### src/hdl/ucs_pkg.sv
// package of the serial channel command/status block
// assumes an 8-bit host register port with a 3-bit address
package ucs_pkg;
  // ****************************************
  // register addresses
  // ****************************************
  localparam logic [2:0] A_MODE = 3'h0;
  localparam logic [2:0] A_STATUS = 3'h1;
  localparam logic [2:0] A_CMD = 3'h2;
  localparam logic [2:0] A_DATA = 3'h3;
  localparam logic [2:0] A_AUX = 3'h4;
  localparam logic [2:0] A_IRQ = 3'h5;
  localparam logic [2:0] A_CTU = 3'h6;
  localparam logic [2:0] A_CTL = 3'h7;
  // ****************************************
  // command codes, upper nibble of command_reg
  // ****************************************
  localparam logic [3:0] CMD_NONE = 4'h0;
  localparam logic [3:0] CMD_MODE_PTR = 4'h1;
  localparam logic [3:0] CMD_RX_RST = 4'h2;
  localparam logic [3:0] CMD_TX_RST = 4'h3;
  localparam logic [3:0] CMD_ERR_RST = 4'h4;
  localparam logic [3:0] CMD_BRK_CHG_CLR = 4'h5;
  localparam logic [3:0] CMD_BRK_START = 4'h6;
  localparam logic [3:0] CMD_BRK_STOP = 4'h7;
  localparam logic [3:0] CMD_CT_START = 4'h8;
  localparam logic [3:0] CMD_CT_STOP = 4'h9;
  localparam logic [3:0] CMD_RTS_ON = 4'hA;
  localparam logic [3:0] CMD_RTS_OFF = 4'hB;
  localparam logic [3:0] CMD_MPI_CLR = 4'hC;
  // lower nibble bit positions
  localparam int CB_RX_EN = 0;
  localparam int CB_RX_DIS = 1;
  localparam int CB_TX_EN = 2;
  localparam int CB_TX_DIS = 3;
  // ****************************************
  // aux_control fields, reset values and used irq mask bits
  // ****************************************
  localparam int AUX_BAUD_SET = 7;
  localparam int AUX_CT_LSB = 4;
  localparam int AUX_PWR = 3;
  localparam int AUX_MPO_LSB = 0;
  localparam logic [7:0] AUX_RST = 8'h08;
  localparam logic [7:0] IMR_RST = 8'h00;
  localparam logic [15:0] PRESET_RST = 16'h0000;
  localparam logic [7:0] IMR_USED = 8'hDF;
  // ****************************************
  // counter/timer modes and prescale
  // ****************************************
  localparam logic [2:0] CT_C_MPI = 3'h0;
  localparam logic [2:0] CT_C_MPI16 = 3'h1;
  localparam logic [2:0] CT_C_TX1X = 3'h2;
  localparam logic [2:0] CT_C_XTAL16 = 3'h3;
  localparam logic [2:0] CT_T_MPI = 3'h4;
  localparam logic [2:0] CT_T_MPI16 = 3'h5;
  localparam logic [2:0] CT_T_XTAL = 3'h6;
  localparam logic [2:0] CT_T_XTAL16 = 3'h7;
  localparam int CT_MODE_TIMER = 2;
  localparam logic [3:0] PRE_LAST = 4'hF;
endpackage

### src/hdl/ucs_pin_sync.sv
// three-flop synchroniser for asynchronous pins
// assumes sys_clk_in much faster than the pin edges
`timescale 1ns/1ps
module ucs_pin_sync #(
  parameter int W = 1,
  parameter logic [W-1:0] RST_VAL = '0
) (
  input wire logic sys_clk_in,
  input wire logic sys_rst_in,
  input wire logic [W-1:0] pin_in,
  output logic [W-1:0] level_out
);
  logic [W-1:0] s1_ff, s2_ff, s3_ff, lvl_ff, nxt_lvl;
  // a change counts once stages two and three agree
  always_comb begin
    nxt_lvl = (~(s2_ff ^ s3_ff) & s3_ff) | ((s2_ff ^ s3_ff) & lvl_ff);
  end
  // synchroniser stages
  always_ff @(posedge sys_clk_in or posedge sys_rst_in) begin
    if (sys_rst_in) begin
      s1_ff <= RST_VAL;
      s2_ff <= RST_VAL;
      s3_ff <= RST_VAL;
      lvl_ff <= RST_VAL;
    end else begin
      s1_ff <= pin_in;
      s2_ff <= s1_ff;
      s3_ff <= s2_ff;
      lvl_ff <= nxt_lvl;
    end
  end
  assign level_out = lvl_ff;
endmodule

### src/hdl/ucs_rx_fifo.sv
// receive fifo holding each character with its error flags
// assumes push and pop come from logic on sys_clk_in
`timescale 1ns/1ps
module ucs_rx_fifo #(
  parameter int DW = 8,
  parameter int FW = 3,
  parameter int DEPTH = 3
) (
  input wire logic sys_clk_in,
  input wire logic sys_rst_in,
  input wire logic push_in,
  input wire logic [DW-1:0] data_in,
  input wire logic [FW-1:0] flags_in,
  input wire logic pop_in,
  input wire logic flush_in,
  input wire logic clr_flags_in,
  output logic [DW-1:0] head_data_out,
  output logic [FW-1:0] head_flags_out,
  output logic full_out,
  output logic empty_out
);
  localparam int PW = (DEPTH > 1) ? $clog2(DEPTH) : 1;
  localparam int CW = $clog2(DEPTH + 1);
  logic [FW+DW-1:0] mem_ff [DEPTH];
  logic [FW+DW-1:0] nxt_mem [DEPTH];
  logic [PW-1:0] rd_ff, nxt_rd, wr_idx;
  logic [CW-1:0] cnt_ff, nxt_cnt;
  logic [PW:0] wsum;
  logic do_push, do_pop;
  // pointer, count and storage update
  always_comb begin
    nxt_mem = mem_ff;
    nxt_rd = rd_ff;
    nxt_cnt = cnt_ff;
    wsum = {1'b0, rd_ff} + (PW+1)'(cnt_ff);
    wr_idx = (wsum >= (PW+1)'(DEPTH)) ? PW'(wsum - (PW+1)'(DEPTH)) : PW'(wsum);
    do_push = push_in && (cnt_ff != CW'(DEPTH));
    do_pop = pop_in && (cnt_ff != '0);
    // error reset wipes the stored flags of every entry
    if (clr_flags_in) begin
      for (int i = 0; i < DEPTH; i++) begin
        nxt_mem[i][FW+DW-1:DW] = '0;
      end
    end
    if (flush_in) begin
      nxt_rd = '0;
      nxt_cnt = '0;
    end else begin
      if (do_push) begin
        nxt_mem[wr_idx] = {flags_in, data_in};
      end
      if (do_pop) begin
        nxt_rd = (rd_ff == PW'(DEPTH - 1)) ? '0 : rd_ff + 1'b1;
      end
      nxt_cnt = cnt_ff + CW'(do_push) - CW'(do_pop);
    end
  end
  // fifo state registers
  always_ff @(posedge sys_clk_in or posedge sys_rst_in) begin
    if (sys_rst_in) begin
      for (int i = 0; i < DEPTH; i++) begin
        mem_ff[i] <= '0;
      end
      rd_ff <= '0;
      cnt_ff <= '0;
    end else begin
      mem_ff <= nxt_mem;
      rd_ff <= nxt_rd;
      cnt_ff <= nxt_cnt;
    end
  end
  assign head_data_out = mem_ff[rd_ff][DW-1:0];
  assign head_flags_out = empty_out ? '0 : mem_ff[rd_ff][FW+DW-1:DW];
  assign full_out = (cnt_ff == CW'(DEPTH));
  assign empty_out = (cnt_ff == '0);
endmodule

### src/hdl/ucs_regs.sv
// command, status, aux control, irq and counter preset registers
// assumes the host holds address and data stable across each strobe
// and that receiver, transmitter and baud clocks run on sys_clk_in
//
// Behaviour
// - command codes 1-4: pointer, rx, tx, errors
// - codes 5-7: break change clear, break
// - codes 8-C: counter, request to send, input
// - low nibble enables and disables rx, tx
// - status bits report the channel condition
// - error flags travel with each fifo character
// - error reset command clears stored flags
// - character mode flags leave with character
// - aux bit 7 picks baud table
// - aux bit 3 low means power down
// - aux bits 2:0 pick output pin source
// - aux bits 6:4 pick counter mode, source
// - irq status bits report interrupt sources
// - mask bits enable matching status bits
// - sixteen bit preset in two bytes
// - single active low interrupt request output
`timescale 1ns/1ps
module ucs_regs #(
  parameter int FIFO_DEPTH = 3
) (
  input wire logic sys_clk_in,
  input wire logic sys_rst_in,
  input wire logic bus_cs_n_in,
  input wire logic bus_wr_n_in,
  input wire logic bus_rd_n_in,
  input wire logic [2:0] bus_addr_in,
  input wire logic [7:0] bus_data_in,
  output logic [7:0] bus_data_out,
  output logic bus_data_oe_out,
  output logic interrupt_request_n_out,
  input wire logic rx_push_in,
  input wire logic [7:0] rx_char_in,
  input wire logic [2:0] rx_err_flags_in,
  input wire logic rx_block_err_mode_in,
  input wire logic rx_int_on_full_in,
  input wire logic break_change_in,
  input wire logic transmitter_empty_in,
  input wire logic transmit_holding_ready_in,
  input wire logic transmit_clock_1x_in,
  input wire logic transmit_clock_16x_in,
  input wire logic receive_clock_1x_in,
  input wire logic receive_clock_16x_in,
  input wire logic multi_purpose_input_in,
  output logic multi_purpose_output_out,
  output logic request_to_send_n_out,
  output logic counter_timer_output_out,
  output logic rx_enable_out,
  output logic tx_enable_out,
  output logic mode_ptr_reset_out,
  output logic rx_reset_out,
  output logic tx_reset_out,
  output logic break_send_out,
  output logic power_down_out,
  output logic baud_set_out
);
  // ****************************************
  // pin synchronisers and strobe edges
  // ****************************************
  logic [3:0] pins_lvl;
  logic cs_n_s, wr_n_s, rd_n_s, mpi_s;
  logic wr_act_ff, rd_act_ff, mpi_d_ff;
  logic wr_act, rd_act, wr_pulse, rd_pulse, mpi_rise, mpi_edge;
  ucs_pin_sync #(
    .W(4),
    .RST_VAL(4'h7)
  ) u_sync (
    .sys_clk_in(sys_clk_in),
    .sys_rst_in(sys_rst_in),
    .pin_in({multi_purpose_input_in, bus_rd_n_in, bus_wr_n_in, bus_cs_n_in}),
    .level_out(pins_lvl)
  );
  assign {mpi_s, rd_n_s, wr_n_s, cs_n_s} = pins_lvl;
  // strobe start detection
  assign wr_act = ~cs_n_s & ~wr_n_s;
  assign rd_act = ~cs_n_s & ~rd_n_s;
  assign wr_pulse = wr_act & ~wr_act_ff;
  assign rd_pulse = rd_act & ~rd_act_ff;
  assign mpi_rise = mpi_s & ~mpi_d_ff;
  assign mpi_edge = mpi_s ^ mpi_d_ff;
  // ****************************************
  // receive fifo
  // ****************************************
  logic [7:0] head_data;
  logic [2:0] head_flags;
  logic fifo_full, fifo_empty, pop, err_rst, rx_rst_cmd, rx_en_ff;
  logic [3:0] cmd;
  logic cmd_wr;
  assign cmd_wr = wr_pulse && (bus_addr_in == ucs_pkg::A_CMD);
  assign cmd = cmd_wr ? bus_data_in[7:4] : ucs_pkg::CMD_NONE;
  assign err_rst = (cmd == ucs_pkg::CMD_ERR_RST);
  assign rx_rst_cmd = (cmd == ucs_pkg::CMD_RX_RST);
  // a data read pops the head in the same edge it is latched
  assign pop = rd_pulse && (bus_addr_in == ucs_pkg::A_DATA);
  ucs_rx_fifo #(
    .DW(8),
    .FW(3),
    .DEPTH(FIFO_DEPTH)
  ) u_fifo (
    .sys_clk_in(sys_clk_in),
    .sys_rst_in(sys_rst_in),
    .push_in(rx_push_in & rx_en_ff),
    .data_in(rx_char_in),
    .flags_in(rx_err_flags_in),
    .pop_in(pop),
    .flush_in(rx_rst_cmd),
    .clr_flags_in(err_rst),
    .head_data_out(head_data),
    .head_flags_out(head_flags),
    .full_out(fifo_full),
    .empty_out(fifo_empty)
  );
  // ****************************************
  // control registers
  // ****************************************
  logic [7:0] aux_ff, nxt_aux, imr_ff, nxt_imr;
  logic [15:0] preset_ff, nxt_preset;
  logic nxt_rx_en, tx_en_ff, nxt_tx_en;
  logic rts_ff, nxt_rts, brk_ff, nxt_brk;
  logic mpi_chg_ff, nxt_mpi_chg, brk_chg_ff, nxt_brk_chg;
  logic ovr_ff, nxt_ovr;
  logic [2:0] blk_err_ff, nxt_blk_err;
  logic [2:0] pulse_ff, nxt_pulse;
  // register writes and command decode
  always_comb begin
    nxt_aux = aux_ff;
    nxt_imr = imr_ff;
    nxt_preset = preset_ff;
    nxt_rx_en = rx_en_ff;
    nxt_tx_en = tx_en_ff;
    nxt_rts = rts_ff;
    nxt_brk = brk_ff;
    nxt_mpi_chg = mpi_chg_ff;
    nxt_brk_chg = brk_chg_ff;
    nxt_ovr = ovr_ff;
    nxt_blk_err = blk_err_ff;
    nxt_pulse = 3'h0;
    if (wr_pulse) begin
      case (bus_addr_in)
        ucs_pkg::A_AUX: nxt_aux = bus_data_in;
        ucs_pkg::A_IRQ: nxt_imr = bus_data_in;
        // preset bytes map bit for bit
        ucs_pkg::A_CTU: nxt_preset[15:8] = bus_data_in;
        ucs_pkg::A_CTL: nxt_preset[7:0] = bus_data_in;
        default: nxt_preset = preset_ff;
      endcase
    end
    if (cmd_wr) begin
      if (bus_data_in[ucs_pkg::CB_RX_EN]) nxt_rx_en = 1'b1;
      if (bus_data_in[ucs_pkg::CB_RX_DIS]) nxt_rx_en = 1'b0;
      if (bus_data_in[ucs_pkg::CB_TX_EN]) nxt_tx_en = 1'b1;
      if (bus_data_in[ucs_pkg::CB_TX_DIS]) nxt_tx_en = 1'b0;
    end
    case (cmd)
      ucs_pkg::CMD_MODE_PTR: nxt_pulse[0] = 1'b1;
      ucs_pkg::CMD_RX_RST: begin
        nxt_pulse[1] = 1'b1;
        nxt_rx_en = 1'b0;
      end
      ucs_pkg::CMD_TX_RST: begin
        nxt_pulse[2] = 1'b1;
        nxt_tx_en = 1'b0;
      end
      ucs_pkg::CMD_ERR_RST: begin
        nxt_ovr = 1'b0;
        nxt_blk_err = 3'h0;
      end
      ucs_pkg::CMD_BRK_CHG_CLR: nxt_brk_chg = 1'b0;
      ucs_pkg::CMD_BRK_START: nxt_brk = 1'b1;
      ucs_pkg::CMD_BRK_STOP: nxt_brk = 1'b0;
      ucs_pkg::CMD_RTS_ON: nxt_rts = 1'b1;
      ucs_pkg::CMD_RTS_OFF: nxt_rts = 1'b0;
      ucs_pkg::CMD_MPI_CLR: nxt_mpi_chg = 1'b0;
      default: nxt_rts = nxt_rts;
    endcase
    // events set after the clears so a set in the clear cycle wins
    if (break_change_in) nxt_brk_chg = 1'b1;
    if (mpi_edge) nxt_mpi_chg = 1'b1;
    if (rx_push_in && rx_en_ff) begin
      if (fifo_full) nxt_ovr = 1'b1;
      else nxt_blk_err = nxt_blk_err | rx_err_flags_in;
    end
  end
  // control state registers
  always_ff @(posedge sys_clk_in or posedge sys_rst_in) begin
    if (sys_rst_in) begin
      aux_ff <= ucs_pkg::AUX_RST;
      imr_ff <= ucs_pkg::IMR_RST;
      preset_ff <= ucs_pkg::PRESET_RST;
      rx_en_ff <= 1'b0;
      tx_en_ff <= 1'b0;
      rts_ff <= 1'b0;
      brk_ff <= 1'b0;
      mpi_chg_ff <= 1'b0;
      brk_chg_ff <= 1'b0;
      ovr_ff <= 1'b0;
      blk_err_ff <= 3'h0;
      pulse_ff <= 3'h0;
      wr_act_ff <= 1'b0;
      rd_act_ff <= 1'b0;
      mpi_d_ff <= 1'b0;
    end else begin
      aux_ff <= nxt_aux;
      imr_ff <= nxt_imr;
      preset_ff <= nxt_preset;
      rx_en_ff <= nxt_rx_en;
      tx_en_ff <= nxt_tx_en;
      rts_ff <= nxt_rts;
      brk_ff <= nxt_brk;
      mpi_chg_ff <= nxt_mpi_chg;
      brk_chg_ff <= nxt_brk_chg;
      ovr_ff <= nxt_ovr;
      blk_err_ff <= nxt_blk_err;
      pulse_ff <= nxt_pulse;
      wr_act_ff <= wr_act;
      rd_act_ff <= rd_act;
      mpi_d_ff <= mpi_s;
    end
  end
  // ****************************************
  // counter/timer
  // ****************************************
  logic [15:0] ct_ff, nxt_ct;
  logic ct_run_ff, nxt_ct_run, ct_rdy_ff, nxt_ct_rdy, ct_out_ff, nxt_ct_out;
  logic [3:0] pre_ff, nxt_pre, mpre_ff, nxt_mpre;
  logic tick, ct_timer;
  logic [2:0] ct_mode;
  assign ct_mode = aux_ff[ucs_pkg::AUX_CT_LSB +: 3];
  assign ct_timer = ct_mode[ucs_pkg::CT_MODE_TIMER];
  // source selection and count down
  always_comb begin
    nxt_pre = pre_ff + 4'h1;
    nxt_mpre = mpre_ff + 4'(mpi_rise);
    nxt_ct = ct_ff;
    nxt_ct_run = ct_run_ff;
    nxt_ct_rdy = ct_rdy_ff;
    nxt_ct_out = ct_out_ff;
    case (ct_mode)
      ucs_pkg::CT_C_MPI, ucs_pkg::CT_T_MPI: tick = mpi_rise;
      ucs_pkg::CT_C_MPI16, ucs_pkg::CT_T_MPI16: tick = mpi_rise && (mpre_ff == ucs_pkg::PRE_LAST);
      ucs_pkg::CT_C_TX1X: tick = transmit_clock_1x_in;
      ucs_pkg::CT_T_XTAL: tick = 1'b1;
      default: tick = (pre_ff == ucs_pkg::PRE_LAST);
    endcase
    if (cmd == ucs_pkg::CMD_CT_START) begin
      nxt_ct = preset_ff;
      nxt_ct_run = 1'b1;
      nxt_ct_rdy = 1'b0;
    end else if (cmd == ucs_pkg::CMD_CT_STOP) begin
      nxt_ct_run = 1'b0;
      nxt_ct_rdy = 1'b0;
    end else if (ct_run_ff && tick) begin
      if (ct_ff <= 16'h0001) begin
        nxt_ct_rdy = 1'b1;
        nxt_ct_out = ~ct_out_ff;
        nxt_ct = ct_timer ? preset_ff : 16'h0000;
        nxt_ct_run = ct_timer;
      end else begin
        nxt_ct = ct_ff - 16'h0001;
      end
    end
  end
  // counter/timer registers
  always_ff @(posedge sys_clk_in or posedge sys_rst_in) begin
    if (sys_rst_in) begin
      ct_ff <= 16'h0000;
      ct_run_ff <= 1'b0;
      ct_rdy_ff <= 1'b0;
      ct_out_ff <= 1'b0;
      pre_ff <= 4'h0;
      mpre_ff <= 4'h0;
    end else begin
      ct_ff <= nxt_ct;
      ct_run_ff <= nxt_ct_run;
      ct_rdy_ff <= nxt_ct_rdy;
      ct_out_ff <= nxt_ct_out;
      pre_ff <= nxt_pre;
      mpre_ff <= nxt_mpre;
    end
  end
  // ****************************************
  // status, read data and outputs
  // ****************************************
  logic [7:0] status, irq_status, rd_mux, rd_data_ff;
  logic rx_int, mpo_ff, nxt_mpo, irq_n_ff;
  assign rx_int = rx_int_on_full_in ? fifo_full : ~fifo_empty;
  // head flags or accumulated block flags
  assign status = {(rx_block_err_mode_in ? blk_err_ff : head_flags), ovr_ff, transmitter_empty_in,
                   transmit_holding_ready_in, fifo_full, ~fifo_empty};
  assign irq_status = {mpi_chg_ff, mpi_s, 1'b0, ct_rdy_ff, brk_chg_ff, rx_int, transmitter_empty_in,
                transmit_holding_ready_in};
  // read multiplexer, write-only places read zero
  always_comb begin
    case (bus_addr_in)
      ucs_pkg::A_STATUS: rd_mux = status;
      ucs_pkg::A_DATA: rd_mux = head_data;
      ucs_pkg::A_IRQ: rd_mux = irq_status;
      ucs_pkg::A_CTU: rd_mux = ct_ff[15:8];
      ucs_pkg::A_CTL: rd_mux = ct_ff[7:0];
      default: rd_mux = 8'h00;
    endcase
    case (aux_ff[ucs_pkg::AUX_MPO_LSB +: 3])
      3'h0: nxt_mpo = ~rts_ff;
      3'h1: nxt_mpo = ct_out_ff;
      3'h2: nxt_mpo = transmit_clock_1x_in;
      3'h3: nxt_mpo = transmit_clock_16x_in;
      3'h4: nxt_mpo = receive_clock_1x_in;
      3'h5: nxt_mpo = receive_clock_16x_in;
      3'h6: nxt_mpo = transmit_holding_ready_in;
      default: nxt_mpo = rx_int;
    endcase
  end
  // output registers
  always_ff @(posedge sys_clk_in or posedge sys_rst_in) begin
    if (sys_rst_in) begin
      rd_data_ff <= 8'h00;
      mpo_ff <= 1'b1;
      irq_n_ff <= 1'b1;
    end else begin
      rd_data_ff <= rd_pulse ? rd_mux : rd_data_ff;
      mpo_ff <= nxt_mpo;
      irq_n_ff <= ~|(irq_status & imr_ff & ucs_pkg::IMR_USED);
    end
  end
  assign bus_data_out = rd_data_ff;
  assign bus_data_oe_out = rd_act;
  assign interrupt_request_n_out = irq_n_ff;
  assign multi_purpose_output_out = mpo_ff;
  assign request_to_send_n_out = ~rts_ff;
  assign counter_timer_output_out = ct_out_ff;
  assign rx_enable_out = rx_en_ff;
  assign tx_enable_out = tx_en_ff;
  assign {tx_reset_out, rx_reset_out, mode_ptr_reset_out} = pulse_ff;
  assign break_send_out = brk_ff;
  assign power_down_out = ~aux_ff[ucs_pkg::AUX_PWR];
  assign baud_set_out = aux_ff[ucs_pkg::AUX_BAUD_SET];
  // ****************************************
  // assertions
  // ****************************************
  break_start_a: assert property (@(posedge sys_clk_in) disable iff (sys_rst_in)
    (cmd == ucs_pkg::CMD_BRK_START) |=> break_send_out) else $error("break not started");
  rts_drive_a: assert property (@(posedge sys_clk_in) disable iff (sys_rst_in)
    (cmd == ucs_pkg::CMD_RTS_OFF) |=> request_to_send_n_out) else $error("rts not released");
  rx_enable_a: assert property (@(posedge sys_clk_in) disable iff (sys_rst_in)
    (cmd_wr && bus_data_in[1]) |=> !rx_enable_out) else $error("receiver not disabled");
  rx_reset_a: assert property (@(posedge sys_clk_in) disable iff (sys_rst_in)
    rx_rst_cmd |=> rx_reset_out ##1 (!rx_reset_out && fifo_empty)) else $error("rx reset wrong");
  err_clear_a: assert property (@(posedge sys_clk_in) disable iff (sys_rst_in)
    (err_rst && !rx_push_in) |=> (status[7:4] == 4'h0))
    else $error("error flags not cleared");
  brk_chg_win_a: assert property (@(posedge sys_clk_in) disable iff (sys_rst_in)
    (cmd == ucs_pkg::CMD_BRK_CHG_CLR && break_change_in) |=> irq_status[3]) else $error("break change lost");
  irq_out_a: assert property (@(posedge sys_clk_in) disable iff (sys_rst_in)
    $past(|(irq_status & imr_ff & ucs_pkg::IMR_USED)) == !interrupt_request_n_out) else $error("irq mismatch");
  power_down_a: assert property (@(posedge sys_clk_in) disable iff (sys_rst_in)
    (wr_pulse && bus_addr_in == 3'h4 && !bus_data_in[3]) |=> power_down_out) else $error("power down missed");
  preset_low_a: assert property (@(posedge sys_clk_in) disable iff (sys_rst_in)
    (wr_pulse && bus_addr_in == 3'h7) |=> preset_ff[7:0] == $past(bus_data_in)) else $error("preset low wrong");
  ct_start_a: assert property (@(posedge sys_clk_in) disable iff (sys_rst_in)
    (cmd == ucs_pkg::CMD_CT_START) |=> (ct_run_ff && !ct_rdy_ff && ct_ff == $past(preset_ff)))
    else $error("counter start wrong");
endmodule

### config.mk
export PLATFORM = sky130hd
export DESIGN_NAME = ucs_regs
export DESIGN_NICKNAME = d
export VERILOG_FILES = /design/src/hdl/ucs_pkg.sv /design/src/hdl/ucs_pin_sync.sv /design/src/hdl/ucs_rx_fifo.sv /design/src/hdl/ucs_regs.sv
export SDC_FILE = /design/constraint.sdc
export NUM_CORES = 1
export LEC_CHECK = 0
export ABC_AREA = 0
export BUFFER_PORTS_ARGS = -buffer_cell sky130_fd_sc_hd__buf_2
export CAP_MARGIN = 20
export CORE_UTILIZATION = 62
export CTS_BUF_LIST = sky130_fd_sc_hd__clkbuf_2
export DETAILED_ROUTE_END_ITERATION = 6
export PLACE_DENSITY = 0.81
export SYNTH_ARGS = -nofsm -noshare
export SYNTH_HDL_FRONTEND = slang
export SYNTH_SLANG_ARGS = --single-unit
### constraint.sdc
create_clock -name sys_clk_in -period 4.55 [get_ports sys_clk_in]
set_input_delay 0.455 -clock sys_clk_in [delete_from_list [all_inputs] [get_ports sys_clk_in]]
set_output_delay 0.455 -clock sys_clk_in [all_outputs]
set_load 0.02 [all_outputs]
==> flow_summary_export.csv <==
group,metric,value,unit
min_path,hold_depth,2,
cts,clock-sinks,137,
place,dp_hpwl,10.9,mm
sta,fmax,0.294,GHz
sta,drv_slew,0,
grt,grt_pass1_wl,26.3,mm
die,die_area,11100,µm²
synth,synth_edf_count,0,
setup_path,crit_path_start,"u_fifo.rd_ff[0]$_DFFE_PP0P_",
routing,ant_nets,0,
grt,grt_pass1_vias,5061,
synth,synthTopCellsByArea,"dfrtp_1, mux2_2, dfstp_2, a22o_1, nor2_1",
min_path,min_path_type,"in -> reg",
routing,num_vias,5012,
routing,viasPerCell,6.30,
setup_path,critPathCaptureType,"flop",
cts,clk_pin_slew,0.20,ns
grt,grt-ovfl-total,0,
synth,ys_ff_latch,137,
die,dieWidth,105,µm
place,port_buffers,58,
sta,finalSetupTns,0,ns
synth,yosysMostFrequentCell,"dfrtp_1",
routing,drtIter0Drc,337,
setup_path,path_max_fanout,16,
die,rows,37,
synth,yosys.area.top_type,"dfrtp_1",
setup_path,r2r_slack,1.15,ns
cts,clockBufferDepth,2,
routing,detail_route.first_pass.iterations,5,
setup_path,cpLargestDelayFamily,"adder cells",
die,ios,59,
cells_and_area,syn_to_final_growth,12.3,%
setup_path,path_cells,"ha_1 > inv_1 > fa_1 > inv_1 > ha_1 > nand2b_1 > mux2_2 > nor3_1 > buf_4 > mux2_2",
cts,clkLatencyLatePin,0.72,ns
cells_and_area,drive_gt1_share,28.3,%
synth,syn_nets,623,
grt,antenna_found_initial,0,
synth,ys_async_sr_fraction,100,%
min_path,hold_end,"preset_ff[0]$_DFFE_PP0P_",
grt,track_usage,31.1,%
setup_path,crit_buf_inv,3,
cts,cts_root_buf,"clkbuf_2",
cells_and_area,nets,696,
synth,synth_top_area_share,46.2,%
sta,holdWs,0.0712,ns
synth,synth_warnings,0,
pwr,power_leakage,3.34,nW
setup_path,critPathKind,"reg -> reg",
run,maxCapViolCount,0,
pwr,peakVddDrop,0.338,mV
synth,ys.flop_type,"dfrtp_1",
cts,cts_resized,0,
die,start_util,64.0,%
setup_path,r2r-start,"u_fifo.rd_ff[0]$_DFFE_PP0P_",
grt,grt_max_degree,61,
place,gp_congestion,0.881,
synth,synth.cell_area,6610,µm²
synth,synth-seq-area-share,52.2,%
synth,synth_cells,574,
routing,drc_errors,0,
synth,synth_common_cells,"dfrtp_1, mux2_2, nor2_1, inv_1, nand2_1",
sta,maxSlewHeadroom,41.0,%
routing,routed_wl,15.7,mm
cts,cts_buffers,17,
setup_path,start_kind,"flop",
setup_path,cp.depth,10,
pwr,power_per_cell_area,517,nW/µm²
sta,finalSetupViolations,0,
setup_path,critical_path.max_stage_delay,0.86,ns
setup_path,crit_required,5.15,ns
die,die_y,105,µm
cells_and_area,insertedDiodeCount,0,
min_path,hold_start,"bus_data_in[0]",
setup_path,cp_slowest_cell,"dfrtp_1",
cts,htreeDepth,4,
cts,tritoncts,"built",
status,status,"complete, no violations",
sta,rsz0062_at_grt,"false",
synth,ys_types,65,
die,core-area,10300,µm²
routing,wire_per_inst,19.7,µm
sta,finalCritPeriodShare,74.6,%
sta,period_needed,3.40,ns
sta,hold_viol,0,
setup_path,cp.arrival,4.00,ns
sta,tightest_slew,0.883,ns
synth,synth.avg_cell_area,11.5,µm²
sta,finClkSkew,0.0253,ns
setup_path,r2r.worst_path.cells,10,
-- power by group --
part / internal, mW / switching [mW]
Clock: 0.354 / 0.445
Combinational: 0.606 / 0.599
Sequential: 1.56 / 0.277
Total: 2.52 / 1.32
-- repair_timing --
item	CTS	global route
hold buffers	19	0
setup buffers	0	0
hold endpoints to repair	93	0
-- per-layer routing --
layer  wire length, µm  global-route usage [%]  vias to the layer above
met5                 0                       0                        -
met2              7430                    46.9                      198
met1              6910                    44.3                     2514
li1                  -                       -                     2273
met4               350                    13.4                        0
met3              1010                    6.25                       27
-- placed cells by master (no fill, tap or decap), types with 18 or more instances in the layout --
cell / Yosys / routed
a21oi_1: 21 / 21
a22o_1: 18 / 18
buf_2: 6 / 58
dfrtp_1: 122 / 122
dlygate4sd3_1: 0 / 19
inv_1: 27 / 26
mux2_2: 62 / 62
nand2_1: 27 / 27
nor2_1: 39 / 39
nor3_1: 18 / 18
o21ai_0: 19 / 19
-- logic make-up after synthesis --
kind of cell	synth area share (%)
AO/OA/AOI/OAI	14.8
XOR/XNOR	0.928
adder cells (fa/ha/maj)	2.95
buffers and inverters	3.81
flip-flops	52.2
multiplexers	13.4
AND/OR/NAND/NOR	12.0
-- worst register-to-register path, cell delays in order, from the launching register on --
cell and delay, ns:
dfrtp_1 0.86, ha_1 0.27, inv_1 0.05, fa_1 0.53
inv_1 0.07, ha_1 0.31, nand2b_1 0.17, mux2_2 0.27
nor3_1 0.18, buf_4 0.25, mux2_2 0.35
-- cell type report --
cell class / instances / area, µm²
flip-flops and latches: 137 / 3450
multi-input cells: 381 / 2910
fillers: 701 / 2900
repair buffers: 83 / 526
clock inverters: 15 / 180
well taps: 136 / 170
inverters: 27 / 104
clock buffers: 17 / 85.1
-- worst max path at each step --
stage / slack, ns / endpoint
after floorplan: 0.45 / async pin
after global placement: 1.39 / flop
after detailed placement: 1.24 / flop
after CTS: 1.18 / flop
after global routing: 1.05 / flop
final: 1.15 / flop
-- through the flow --
step	setup WS (ns)	total power [mW]	instance area, µm²	cells	utilization [%]
CTS	1.18	3.83	7420	796	71.9
finish	1.15	3.84	7420	796	71.9
global route	1.05	4.04	7420	796	71.9
global placement	1.39	2.92	6960	745	67.5
floorplan	0.452	2.67	6610	574	-
detailed placement	1.24	3.01	6960	745	67.5
No activity file was read; power rests on OpenSTA's default activity.
